### src/rtl/spr_pkg.sv
// constants, types and helpers of the serial port control register bank
// assumes a single machine clock domain and a 16-bit data-memory port
package spr_pkg;
  // ----------------------------------------
  // data-memory map
  // ----------------------------------------
  localparam logic [15:0] ADDR_RX = 16'h0020;
  localparam logic [15:0] ADDR_TX = 16'h0021;
  localparam logic [15:0] ADDR_CTRL = 16'h0022;
  // ----------------------------------------
  // control register layout and reset
  // ----------------------------------------
  localparam int BIT_FORMAT = 2;
  localparam int BIT_FSYNC = 3;
  localparam int BIT_TXMODE = 5;
  localparam int BIT_CLKDIR = 6;
  localparam logic [15:0] CTRL_IMPL_MASK = 16'h006c;
  localparam logic [15:0] CTRL_RST = 16'h0000;
  // ----------------------------------------
  // timing
  // ----------------------------------------
  localparam int MCLK_PERIOD_NS = 5;
  localparam int LINK_DIV = 4;
  localparam int LINK_HALF_CYC = LINK_DIV / 2;
  localparam int BL_OP_CYCLES = 2;
  localparam int WORD_LONG = 16;
  localparam int WORD_SHORT = 8;
  localparam int FIFO_DEPTH = 8;
  // ----------------------------------------
  // types
  // ----------------------------------------
  typedef enum logic [1:0] {OP_STORE = 2'h0, OP_OR = 2'h1, OP_AND = 2'h2, OP_XOR = 2'h3} spr_op_e;
  typedef enum logic [1:0] {TX_IDLE = 2'h0, TX_SHIFT = 2'h1} spr_txst_e;
  // mode bits after a store or bit-logic operation; unimplemented bits stay zero
  function automatic logic [15:0] spr_apply(input spr_op_e op, input logic [15:0] cur, input logic [15:0] mask);
    logic [15:0] r;
    r = cur;
    case (op)
      OP_STORE: r = mask;
      OP_OR: r = cur | mask;
      OP_AND: r = cur & mask;
      OP_XOR: r = cur ^ mask;
      default: r = cur;
    endcase
    return r & CTRL_IMPL_MASK;
  endfunction
endpackage

### src/rtl/spr_ctrl_regs.sv
// serial port control register bank with transmit fifo and link shifters
// assumes a cpu data-memory port on mclk_i and an external serial partner
`timescale 1ns/10ps
module spr_fifo #(
  parameter int WIDTH = 16,
  parameter int DEPTH = 8
) (
  // clock and reset
  input wire logic clk_i,
  input wire logic nrst_i,
  // fill side
  input wire logic in_valid_i,
  output logic in_ready_o,
  input wire logic [WIDTH-1:0] in_data_i,
  // drain side
  output logic out_valid_o,
  input wire logic out_ready_i,
  output logic [WIDTH-1:0] out_data_o
);
  localparam int AW = $clog2(DEPTH);
  logic [WIDTH-1:0] mem_q [DEPTH];
  logic [AW-1:0] wr_q;
  logic [AW-1:0] rd_q;
  logic [AW:0] cnt_q;
  wire push = in_valid_i && (cnt_q != (AW+1)'(DEPTH));
  wire pop = out_ready_i && (cnt_q != '0);
  assign in_ready_o = (cnt_q != (AW+1)'(DEPTH));
  assign out_valid_o = (cnt_q != '0);
  assign out_data_o = mem_q[rd_q];
  always_ff @(posedge clk_i or negedge nrst_i)
  begin
    if (!nrst_i)
    begin
      wr_q <= '0;
      rd_q <= '0;
      cnt_q <= '0;
    end
    else
    begin
      if (push)
        wr_q <= AW'(wr_q + 1'b1);
      if (pop)
        rd_q <= AW'(rd_q + 1'b1);
      cnt_q <= (AW+1)'(cnt_q + push - pop);
    end
  end
  always_ff @(posedge clk_i)
  begin
    if (push)
      mem_q[wr_q] <= in_data_i;
  end
endmodule // spr_fifo

module spr_ctrl_regs
  import spr_pkg::*;
(
  // clock and reset
  input wire logic mclk_i,
  input wire logic nrst_i,
  // cpu data-memory port
  input wire logic [15:0] dm_addr_i,
  input wire logic [15:0] dm_wdata_i,
  input wire logic dm_we_i,
  input wire logic [1:0] dm_op_i,
  input wire logic dm_re_i,
  output logic [15:0] dm_rdata_o,
  output logic dm_busy_o,
  output logic tx_full_o,
  // serial link pins
  input wire logic serial_xmit_clock_pin_i,
  output logic serial_xmit_clock_pin_o,
  output logic serial_xmit_clock_pin_oe_n_o,
  output logic dx_o,
  output logic fsx_o,
  input wire logic dr_i,
  input wire logic fsr_i
);
  // ----------------------------------------
  // register file
  // ----------------------------------------
  logic [15:0] ctrl_q;
  logic [15:0] tx_hold_q;
  logic [15:0] rx_data_q;
  logic bl_pend_q;
  spr_op_e bl_op_q;
  logic [15:0] bl_mask_q;
  logic fifo_in_ready;
  logic fifo_out_valid;
  logic [15:0] fifo_out_data;
  logic full_q;
  // full address compare: the registers sit only in data page zero
  wire hit_rx = (dm_addr_i == ADDR_RX);
  wire hit_tx = (dm_addr_i == ADDR_TX);
  wire hit_ctrl = (dm_addr_i == ADDR_CTRL);
  wire take = !bl_pend_q;
  wire ctrl_store = take && dm_we_i && hit_ctrl && (spr_op_e'(dm_op_i) == OP_STORE);
  wire ctrl_bl = take && dm_we_i && hit_ctrl && (spr_op_e'(dm_op_i) != OP_STORE);
  wire tx_wr = take && dm_we_i && hit_tx && fifo_in_ready;
  wire rx_wr = take && dm_we_i && hit_rx;
  wire [15:0] rd_mux = hit_ctrl ? ctrl_q : hit_tx ? tx_hold_q : hit_rx ? rx_data_q : 16'h0000;
  wire fmt_short = ctrl_q[BIT_FORMAT];
  wire clk_out_mode = ctrl_q[BIT_CLKDIR];
  wire [15:0] ctrl_bl_new = spr_apply(bl_op_q, ctrl_q, bl_mask_q);
  wire [15:0] ctrl_st_new = spr_apply(OP_STORE, ctrl_q, dm_wdata_i);
  logic rx_done;
  logic [15:0] rx_word;
  // bit-logic writes latch the operation and mask in the first cycle, then read and write the mode bits in the second
  always_ff @(posedge mclk_i or negedge nrst_i)
  begin
    if (!nrst_i)
    begin
      ctrl_q <= CTRL_RST;
      bl_pend_q <= 1'b0;
      bl_op_q <= OP_STORE;
      bl_mask_q <= 16'h0000;
      tx_hold_q <= 16'h0000;
      dm_rdata_o <= 16'h0000;
      full_q <= 1'b0;
    end
    else
    begin
      bl_pend_q <= ctrl_bl;
      if (ctrl_bl)
      begin
        bl_op_q <= spr_op_e'(dm_op_i);
        bl_mask_q <= dm_wdata_i;
      end
      if (bl_pend_q)
        ctrl_q <= ctrl_bl_new;
      else if (ctrl_store)
        ctrl_q <= ctrl_st_new;
      if (tx_wr)
        tx_hold_q <= dm_wdata_i;
      if (take && dm_re_i)
        dm_rdata_o <= rd_mux;
      full_q <= !fifo_in_ready;
    end
  end
  // receive register: a finished link word wins over a cpu store in the same cycle
  always_ff @(posedge mclk_i or negedge nrst_i)
  begin
    if (!nrst_i)
      rx_data_q <= 16'h0000;
    else if (rx_done)
      rx_data_q <= rx_word;
    else if (rx_wr)
      rx_data_q <= dm_wdata_i;
  end
  assign dm_busy_o = bl_pend_q;
  assign tx_full_o = full_q;
  // ----------------------------------------
  // transmit fifo
  // ----------------------------------------
  logic tx_load;
  spr_fifo #(
    .WIDTH(16),
    .DEPTH(FIFO_DEPTH)
  ) u_fifo (
    .clk_i(mclk_i),
    .nrst_i(nrst_i),
    .in_valid_i(tx_wr),
    .in_ready_o(fifo_in_ready),
    .in_data_i(dm_wdata_i),
    .out_valid_o(fifo_out_valid),
    .out_ready_i(tx_load),
    .out_data_o(fifo_out_data)
  );
  // ----------------------------------------
  // link clock: generate or sample
  // ----------------------------------------
  logic serial_xmit_clock_pin_s1_q;
  logic serial_xmit_clock_pin_s2_q;
  logic dr_s1_q;
  logic dr_s2_q;
  logic fsr_s1_q;
  logic fsr_s2_q;
  logic [1:0] div_q;
  logic gen_q;
  logic lclk_prev_q;
  logic oe_n_q;
  wire lclk = clk_out_mode ? gen_q : serial_xmit_clock_pin_s2_q;
  wire lrise = lclk && !lclk_prev_q;
  wire lfall = !lclk && lclk_prev_q;
  always_ff @(posedge mclk_i or negedge nrst_i)
  begin
    if (!nrst_i)
    begin
      serial_xmit_clock_pin_s1_q <= 1'b0;
      serial_xmit_clock_pin_s2_q <= 1'b0;
      dr_s1_q <= 1'b0;
      dr_s2_q <= 1'b0;
      fsr_s1_q <= 1'b0;
      fsr_s2_q <= 1'b0;
      div_q <= 2'h0;
      gen_q <= 1'b0;
      lclk_prev_q <= 1'b0;
      oe_n_q <= 1'b1;
    end
    else
    begin
      serial_xmit_clock_pin_s1_q <= serial_xmit_clock_pin_i;
      serial_xmit_clock_pin_s2_q <= serial_xmit_clock_pin_s1_q;
      dr_s1_q <= dr_i;
      dr_s2_q <= dr_s1_q;
      fsr_s1_q <= fsr_i;
      fsr_s2_q <= fsr_s1_q;
      // a full period spans four machine cycles
      div_q <= (div_q == 2'(LINK_HALF_CYC - 1)) ? 2'h0 : 2'(div_q + 1'b1);
      if (div_q == 2'(LINK_HALF_CYC - 1))
        gen_q <= !gen_q;
      lclk_prev_q <= lclk;
      oe_n_q <= !clk_out_mode;
    end
  end
  assign serial_xmit_clock_pin_o = gen_q;
  assign serial_xmit_clock_pin_oe_n_o = oe_n_q;
  // ----------------------------------------
  // transmit shifter
  // ----------------------------------------
  spr_txst_e st_q;
  logic [15:0] tsh_q;
  logic [4:0] tcnt_q;
  logic dx_q;
  logic fsx_q;
  wire [4:0] wlen = fmt_short ? 5'(WORD_SHORT) : 5'(WORD_LONG);
  wire [15:0] tload = fmt_short ? {fifo_out_data[7:0], 8'h00} : fifo_out_data;
  wire tx_end = (st_q == TX_SHIFT) && (tcnt_q == 5'h00);
  // words leave only while transmit mode frames them internally
  assign tx_load = lrise && fifo_out_valid && ctrl_q[BIT_TXMODE] && ((st_q == TX_IDLE) || tx_end);
  always_ff @(posedge mclk_i or negedge nrst_i)
  begin
    if (!nrst_i)
    begin
      st_q <= TX_IDLE;
      tsh_q <= 16'h0000;
      tcnt_q <= 5'h00;
      dx_q <= 1'b0;
      fsx_q <= 1'b0;
    end
    else if (lrise)
    begin
      fsx_q <= tx_load;
      if (tx_load)
      begin
        st_q <= TX_SHIFT;
        tsh_q <= {tload[14:0], 1'b0};
        dx_q <= tload[15];
        tcnt_q <= 5'(wlen - 5'h01);
      end
      else
      begin
        case (st_q)
          TX_SHIFT:
          begin
            if (tx_end)
              st_q <= TX_IDLE;
            else
              tcnt_q <= 5'(tcnt_q - 1'b1);
            tsh_q <= {tsh_q[14:0], 1'b0};
            dx_q <= tsh_q[15];
          end
          default: st_q <= TX_IDLE;
        endcase
      end
    end
  end
  assign dx_o = dx_q;
  assign fsx_o = fsx_q;
  // ----------------------------------------
  // receive shifter
  // ----------------------------------------
  logic [15:0] rsh_q;
  logic [4:0] rcnt_q;
  wire [15:0] rsh_new = {rsh_q[14:0], dr_s2_q};
  wire [4:0] rcnt_base = fsr_s2_q ? 5'h00 : rcnt_q;
  assign rx_done = lfall && (5'(rcnt_base + 1'b1) == wlen);
  assign rx_word = fmt_short ? {8'h00, rsh_new[7:0]} : rsh_new;
  // a frame pulse realigns the word, so a glitch costs at most one word
  always_ff @(posedge mclk_i or negedge nrst_i)
  begin
    if (!nrst_i)
    begin
      rsh_q <= 16'h0000;
      rcnt_q <= 5'h00;
    end
    else if (lfall)
    begin
      rsh_q <= rsh_new;
      rcnt_q <= rx_done ? 5'h00 : 5'(rcnt_base + 1'b1);
    end
  end
endmodule // spr_ctrl_regs

### config.mk
export PLATFORM = sky130hd
export DESIGN_NAME = spr_ctrl_regs
export DESIGN_NICKNAME = d
export VERILOG_FILES = /design/src/rtl/spr_pkg.sv /design/src/rtl/spr_ctrl_regs.sv
export SDC_FILE = /design/constraint.sdc
export NUM_CORES = 1
export LEC_CHECK = 0
export BUFFER_PORTS_ARGS = -buffer_cell sky130_fd_sc_hd__buf_2
export CAP_MARGIN = 40
export CELL_PAD_IN_SITES_DETAIL_PLACEMENT = 2
export CELL_PAD_IN_SITES_GLOBAL_PLACEMENT = 2
export CORE_ASPECT_RATIO = 0.7
export CORE_MARGIN = 1.5
export CORE_UTILIZATION = 44
export DETAILED_ROUTE_END_ITERATION = 16
export GPL_ROUTABILITY_DRIVEN = 1
export HOLD_SLACK_MARGIN = 0.12
export PLACE_DENSITY = 0.81
export SYNTH_ARGS = -nofsm -noshare
export SYNTH_HDL_FRONTEND = slang
export SYNTH_SLANG_ARGS = --single-unit
### constraint.sdc
create_clock -name mclk_i -period 4.3 [get_ports mclk_i]
set_input_delay 0.645 -clock mclk_i [delete_from_list [all_inputs] [get_ports mclk_i]]
set_output_delay 0.645 -clock mclk_i [all_outputs]
set_load 0.02 [all_outputs]
* Word level (Yosys, flattened, before mapping)
Memories as Yosys holds them, arrays and structs flattened.
Cells that the tools add are included.
** Storage, ports and cells
- Register bits :: 141
- Bits in writable memories :: 128
- Input bits :: 41
- Memories :: 1
** Operators by class
- $add $sub $neg :: 8
- Equal/unequal tests :: 12
- Mux-type cells :: 27
- Bitwise gates (word level) :: 3
- Reduce and logical (&&, ||, !) cells :: 36
** Memories
- u_fifo.mem_q :: depth 8, bits a word 16, read ports 1, clocked after Yosys merged registers in 0, wr ports 1, line spr_ctrl_regs.sv:21 : logic [WIDTH-1:0] mem_q [DEPTH];
** Operator list (number)
- $mux 16 :: 11
- $eq 16x6->1 const B :: 3
- $mux 5 :: 6
- $pmux 7 s4 :: 1
- $logic_and 1x1->1 :: 17
- $sub 5x1->5 const B :: 2
- $mux 2 :: 4
- $reduce_bool 2->1 :: 4
- $and 7x7->7 :: 1
- $or 7x7->7 :: 1
- $xor 7x7->7 :: 1
- $add 3x1->3 const B :: 2
- $eq 2x1->1 const B :: 3
- $logic_not 1->1 :: 6
- $logic_not 2->1 :: 3
- $add 5x1->5 const B :: 1
- $eq 5x5->1 :: 1
- $logic_not 5->1 :: 1
- $mux 1 :: 5
- $add 4x1->4 :: 1
- $eq 2x2->1 const B :: 2
- $ne 4x4->1 const B :: 1
- $reduce_and 2->1 :: 2
- $reduce_bool 4->1 :: 1
- other kinds (6) :: 6

* Logic depth before layout (Yosys ltp)
- Depth after elaboration :: 7
- Gate-level depth with buffers :: 12

* Modules after synthesis
From an unflattened synthesis, not the netlist that was laid out.
** Second synthesis, totals
- Cells, all modules :: 715
- Area total of the unflattened synthesis :: 10919.2 µm²
** By module, submodules not included
- spr_fifo :: times used 1, cells an instance 241, area an instance 5501.5 µm²
- spr_ctrl_regs :: times used 1, cells an instance 474, area an instance 5417.7 µm²

* Least setup slack after synthesis
Ideal clock, no wire load.
- Path kind :: input-to-reg
- Start point :: input dm_addr_i[12]
- End point :: memory u_fifo.mem_q[2][0], enable pin
- Setup time :: 436 ps
- Data arrival time :: 3470 ps
- Slack :: 394 ps
- Cell stages on the path :: 4
- Path buffers :: 0
- Cell sequence :: nor4b_2 > nand2_2 > or4_4 > nor4b_1
** On the way
- Cells in the longest elaborated chain, start to end :: 6
** RTL lines
- start: declaration :: line spr_ctrl_regs.sv:61 : input wire logic [15:0] dm_addr_i,
- $eq 16x6->1 :: line spr_ctrl_regs.sv:93 : wire hit_tx = (dm_addr_i == ADDR_TX);
- $logic_and 1x1->1 (2 in series) :: line spr_ctrl_regs.sv:98 : wire tx_wr = take && dm_we_i && hit_tx && fifo_in_ready;
- $logic_and 1x1->1 :: line spr_ctrl_regs.sv:25 : wire push = in_valid_i && (cnt_q != (AW+1)'(DEPTH));
- $mux 1 :: line spr_ctrl_regs.sv:49 : if (push)
- $mux 1 (not written as such) :: line spr_ctrl_regs.sv:50 : mem_q[wr_q] <= in_data_i;
- end: declaration :: line spr_ctrl_regs.sv:21
Every way passes these cells.

* Worst setup path in the final report
- Start point :: register u_fifo.cnt_q[2]
- End point :: register u_fifo.cnt_q[2]
** On the way
- Cells in the longest elaborated chain, start to end :: 6
- Elaborated cells between the ends (all ways) :: 10
- Those cells by class :: add/sub (2); eq/ne (1); reduce/logical (7)
** RTL lines
- start: declaration :: line spr_ctrl_regs.sv:24 : logic [AW:0] cnt_q;
- start signal: assignment :: line spr_ctrl_regs.sv:44 : cnt_q <= (AW+1)'(cnt_q + push - pop);
- $reduce_bool 4->1 * :: line spr_ctrl_regs.sv:26, spr_ctrl_regs.sv:28
- $logic_and 1x1->1 (3 in series) :: line spr_ctrl_regs.sv:229 : assign tx_load = lrise && fifo_out_valid && ctrl_q[BIT_TXMODE] && ((st_q == TX_IDLE) || tx_end);
- $logic_and 1x1->1 * :: line spr_ctrl_regs.sv:26 : wire pop = out_ready_i && (cnt_q != '0);
- net u_fifo.pop :: line spr_ctrl_regs.sv:26
- $sub 4x1->4 * :: line spr_ctrl_regs.sv:44
Mark *: on every way through the listed nets, which the timed path passes. The rest lies on a longest branch.
A chain may end at the register's enable or synchronous reset.

==> results.md <==
- Ys flop type: edfxtp_1
- Synth cell types: 60
- Syn. warnings: 0
- Hold path cells: 1
- WP data required: 4700 ps
- Final period utilization: 0.721
- Nets: 864
- Syn_nets: 783
- Crit path DAT: 3500 ps
- Starting Density: 0.453
- Hold Startpoint: serial_xmit_clock_pin_i
- Worst Hold Path EP: serial_xmit_clock_pin_s1_q
- Vias in the first global route: 7,595
- Post-synth top cells: edfxtp_1 (128), dfrtp_1 (123), nand2_1 (64), mux2i_1 (44), o21ai_0 (39)
- Die height: 134 um
- Crit path time final: 3100 ps
- F_max: 0.322 GHz
- TritonCTS clock tree: done
- CORE AREA: 23,900 um2
- Hold WS: 223 ps
- RSZ-0062 raised after global routing: false
- Setup Crit Path Kind: reg -> reg
- Number of flops mapped to enable cells by yosys: 128
- Post-synth top area cell: edfxtp_1
- H-tree depth: 1
- Clock power frac: 0.453
- Diode count: 0
- Die area: 25,600 um2
- Clock slew at reported path FFs: 60 ps
- # resized after CTS: 0
- Reg power frac: 0.511
- Latest clock arrival within the worst-skew pair: 540 ps
- Logic pwr share: 0.036
- Total Wirelength: 32.1 mm
- HP Class: in -> reg
- Synth Cell Area: 10,800 um2
- I/O Buffers: 62
- Post-CTS Setup Inserts: 0
- Maxcap violations: 0
- Yosys top cell area share: 0.355
- Final worst slack: 1200 ps
- GRT overflow: 0
- Final Skew: 29.1 ps
- Worst R2R Setup Slack: 1200 ps
- Power density over cell area: 404 nW/um2
- Share of cells above drive strength 1: 0.279
- DR WL/cell: 28.2 um
- Post-Syn Instances: 722
- Final max-slew violation count: 0
- #FFs+latches synth: 252
- Psw: 1.11 mW
- Final setup fails: 0
- Async S/R FF share, synth: 0.492
- Pre-CTS worst setup slack: 1260 ps
- Antenna violations before repair: 0
- DP Wirelength: 20.8 mm
- Via density: 5.88
- Net Sw Frac: 0.218
- Worst-margin pin slew: 1010 ps
- Register area share after synthesis: 0.641
- RR Endpoint: u_fifo.cnt_q[2]
- FF-to-FF path depth: 13
- Global-route wire length before repair: 49.6 mm
- Max-slew headroom: 0.321
- DRC: 0
- Width of the chip: 191 um
- Total Routing Usage GR: 0.263
- Rows: 47
- Starting DRC count in detailed routing: 410
- Overall Power: 5.08 mW
- Clk sinks: 252
- Routability cong.: 0.793
- Num CTS Buffers: 26
- Maximum VDD drop: 0.275 mV
- IO Count: 63
- Synth area leaders: edfxtp_1 (35%), dfrtp_1 (28%), mux4_2 (7.1%), mux2i_1 (4.1%), mux2_2 (3.8%)
- DRT Pass-1 Iters: 5
- Pin count of the biggest net entering global routing: 63
- Area delta synth->final: 15.9%
- RR Startpoint: u_fifo.cnt_q[2]
- Hold Vio Cnt, Final: 0
- Final ANT Viol Nets: 0
- Syn Area/Cell: 15.0 um2
- Most frequent cell after synthesis: edfxtp_1
- Crit-path max FO: 21
- Internal: 3.97 mW
- Worst setup EP type: flip-flop
- Vias post-DR: 6,710
- P_leak: 5.09 nW
- Bufs on Longest Clock Path: 3
- Root Buffer: clkbuf_16
- Setup TNS: 0 ps
- Status: completed
- Core Util, Final: 0.525
- Startpoint types: flip-flop
-- layout by cell type (no fill, tap or decap), types with 3 or more instances in the layout --
cell	count
edfxtp_1	128
clkbuf_16	27
bufinv_16	3
ha_1	19
nor2b_1	10
and3_1	3
a22oi_1	3
nor2_1	19
buf_16	4
a22o_1	5
xor2_1	3
xnor2_1	6
a211oi_1	14
clkbuf_1	7
inv_1	24
o21ai_0	38
nand2_1	64
mux2i_1	44
mux2_2	37
o22ai_1	4
nor3_1	12
nor4_4	3
a221o_1	8
clkinv_2	5
a31oi_1	3
mux4_2	34
a21o_1	3
a21oi_1	15
nor4b_2	3
mux2_1	4
buf_4	20
buf_2	62
nand2b_1	5
mux2_4	8
nand3_1	4
nand2_2	3
dfrtp_1	122
clkinv_1	4
-- state kept, by name, summed over array words and instances (netlist names), 2 cells and up --
signal	cells
u_fifo.mem_q	128
dm_rdata_o	16
rx_data_q	16
tx_hold_q	16
rsh_q	15
tsh_q	15
rcnt_q	5
tcnt_q	5
bl_mask_q	4
ctrl_q	4
u_fifo.cnt_q	4
u_fifo.rd_q	3
u_fifo.wr_q	3
bl_op_q	2
div_q	2
-- cells by family after synthesis --
group           count (synthesis)  synth area share
flops                         252             0.641
mux                           127             0.165
xor+xnor                       10           0.00877
fa+ha+maj                      20            0.0238
buf+inv                        62            0.0263
simple gates                  145            0.0715
compound gates                106            0.0637
-- final cells by class --
class / count / area, um2
Inverter: 26 / 97.6
Clock buffer: 35 / 716
Multi-Input combinational cell: 408 / 3650
Sequential cell: 252 / 6950
Tap cell: 318 / 398
Timing Repair Buffer: 89 / 612
Clock inverter: 13 / 139
Fill cell: 2190 / 11400
-- routing by layer --
layer,part of all wire,routed length [um],track usage,up-vias
met4,0.019,606,0.0564,0
met2,0.51,16300,0.455,155
met5,0,0,0,-
met1,0.44,14100,0.351,3635
li1,-,-,-,2875
met3,0.036,1150,0.0403,45
-- per-stage QoR --
stage          instance area, um2  std cells
3_3_place_gp                11600       1086
6_report                    12600       1141
3_5_place_dp                11700       1092
2_1_floorplan               10800        722
5_1_grt                     12600       1141
4_1_cts                     12600       1141
-- power by group through the flow --
stage | registers [mW] | logic, mW | clock network [mW]
global route | 2.60 | 0.199 | 2.43
detailed placement | 2.64 | 0.179 | 0
finish | 2.60 | 0.181 | 2.30
floorplan | 2.64 | 0.0735 | 0
CTS | 2.60 | 0.185 | 2.35
global placement | 2.64 | 0.158 | 0
-- worst max-delay path: stages (launching register included) --
cell	delay, ps
dfrtp_1	360
inv_1	100
ha_1	140
or3b_2	470
and2_1	240
nand3_1	100
buf_4	260
inv_2	110
ha_1	310
inv_1	70
ha_1	200
inv_1	80
fa_1	400
xnor2_1	150
-- worst max path at each step --
stage	startpoint	endpoint	slack (ps)
finish	u_fifo.cnt_q[2]	u_fifo.cnt_q[2]	1200
global route	u_fifo.cnt_q[2]	u_fifo.cnt_q[2]	1000
CTS	u_fifo.cnt_q[2]	u_fifo.cnt_q[2]	1180
detailed placement	u_fifo.cnt_q[2]	u_fifo.cnt_q[2]	1260
global placement	dm_addr_i[7]	rx_data_q[6]	1390
floorplan	dm_addr_i[12]	u_fifo.mem_q[2][0]	390
-- timing repair --
| action | 4_1_cts | 5_1_grt |
|---|---|---|
| endpoints found under the hold margin | 3 | 0 |
| hold buffers | 1 | 0 |
| endpoints found under the setup margin | 0 | 0 |
No activity file was read; power rests on OpenSTA's default activity.
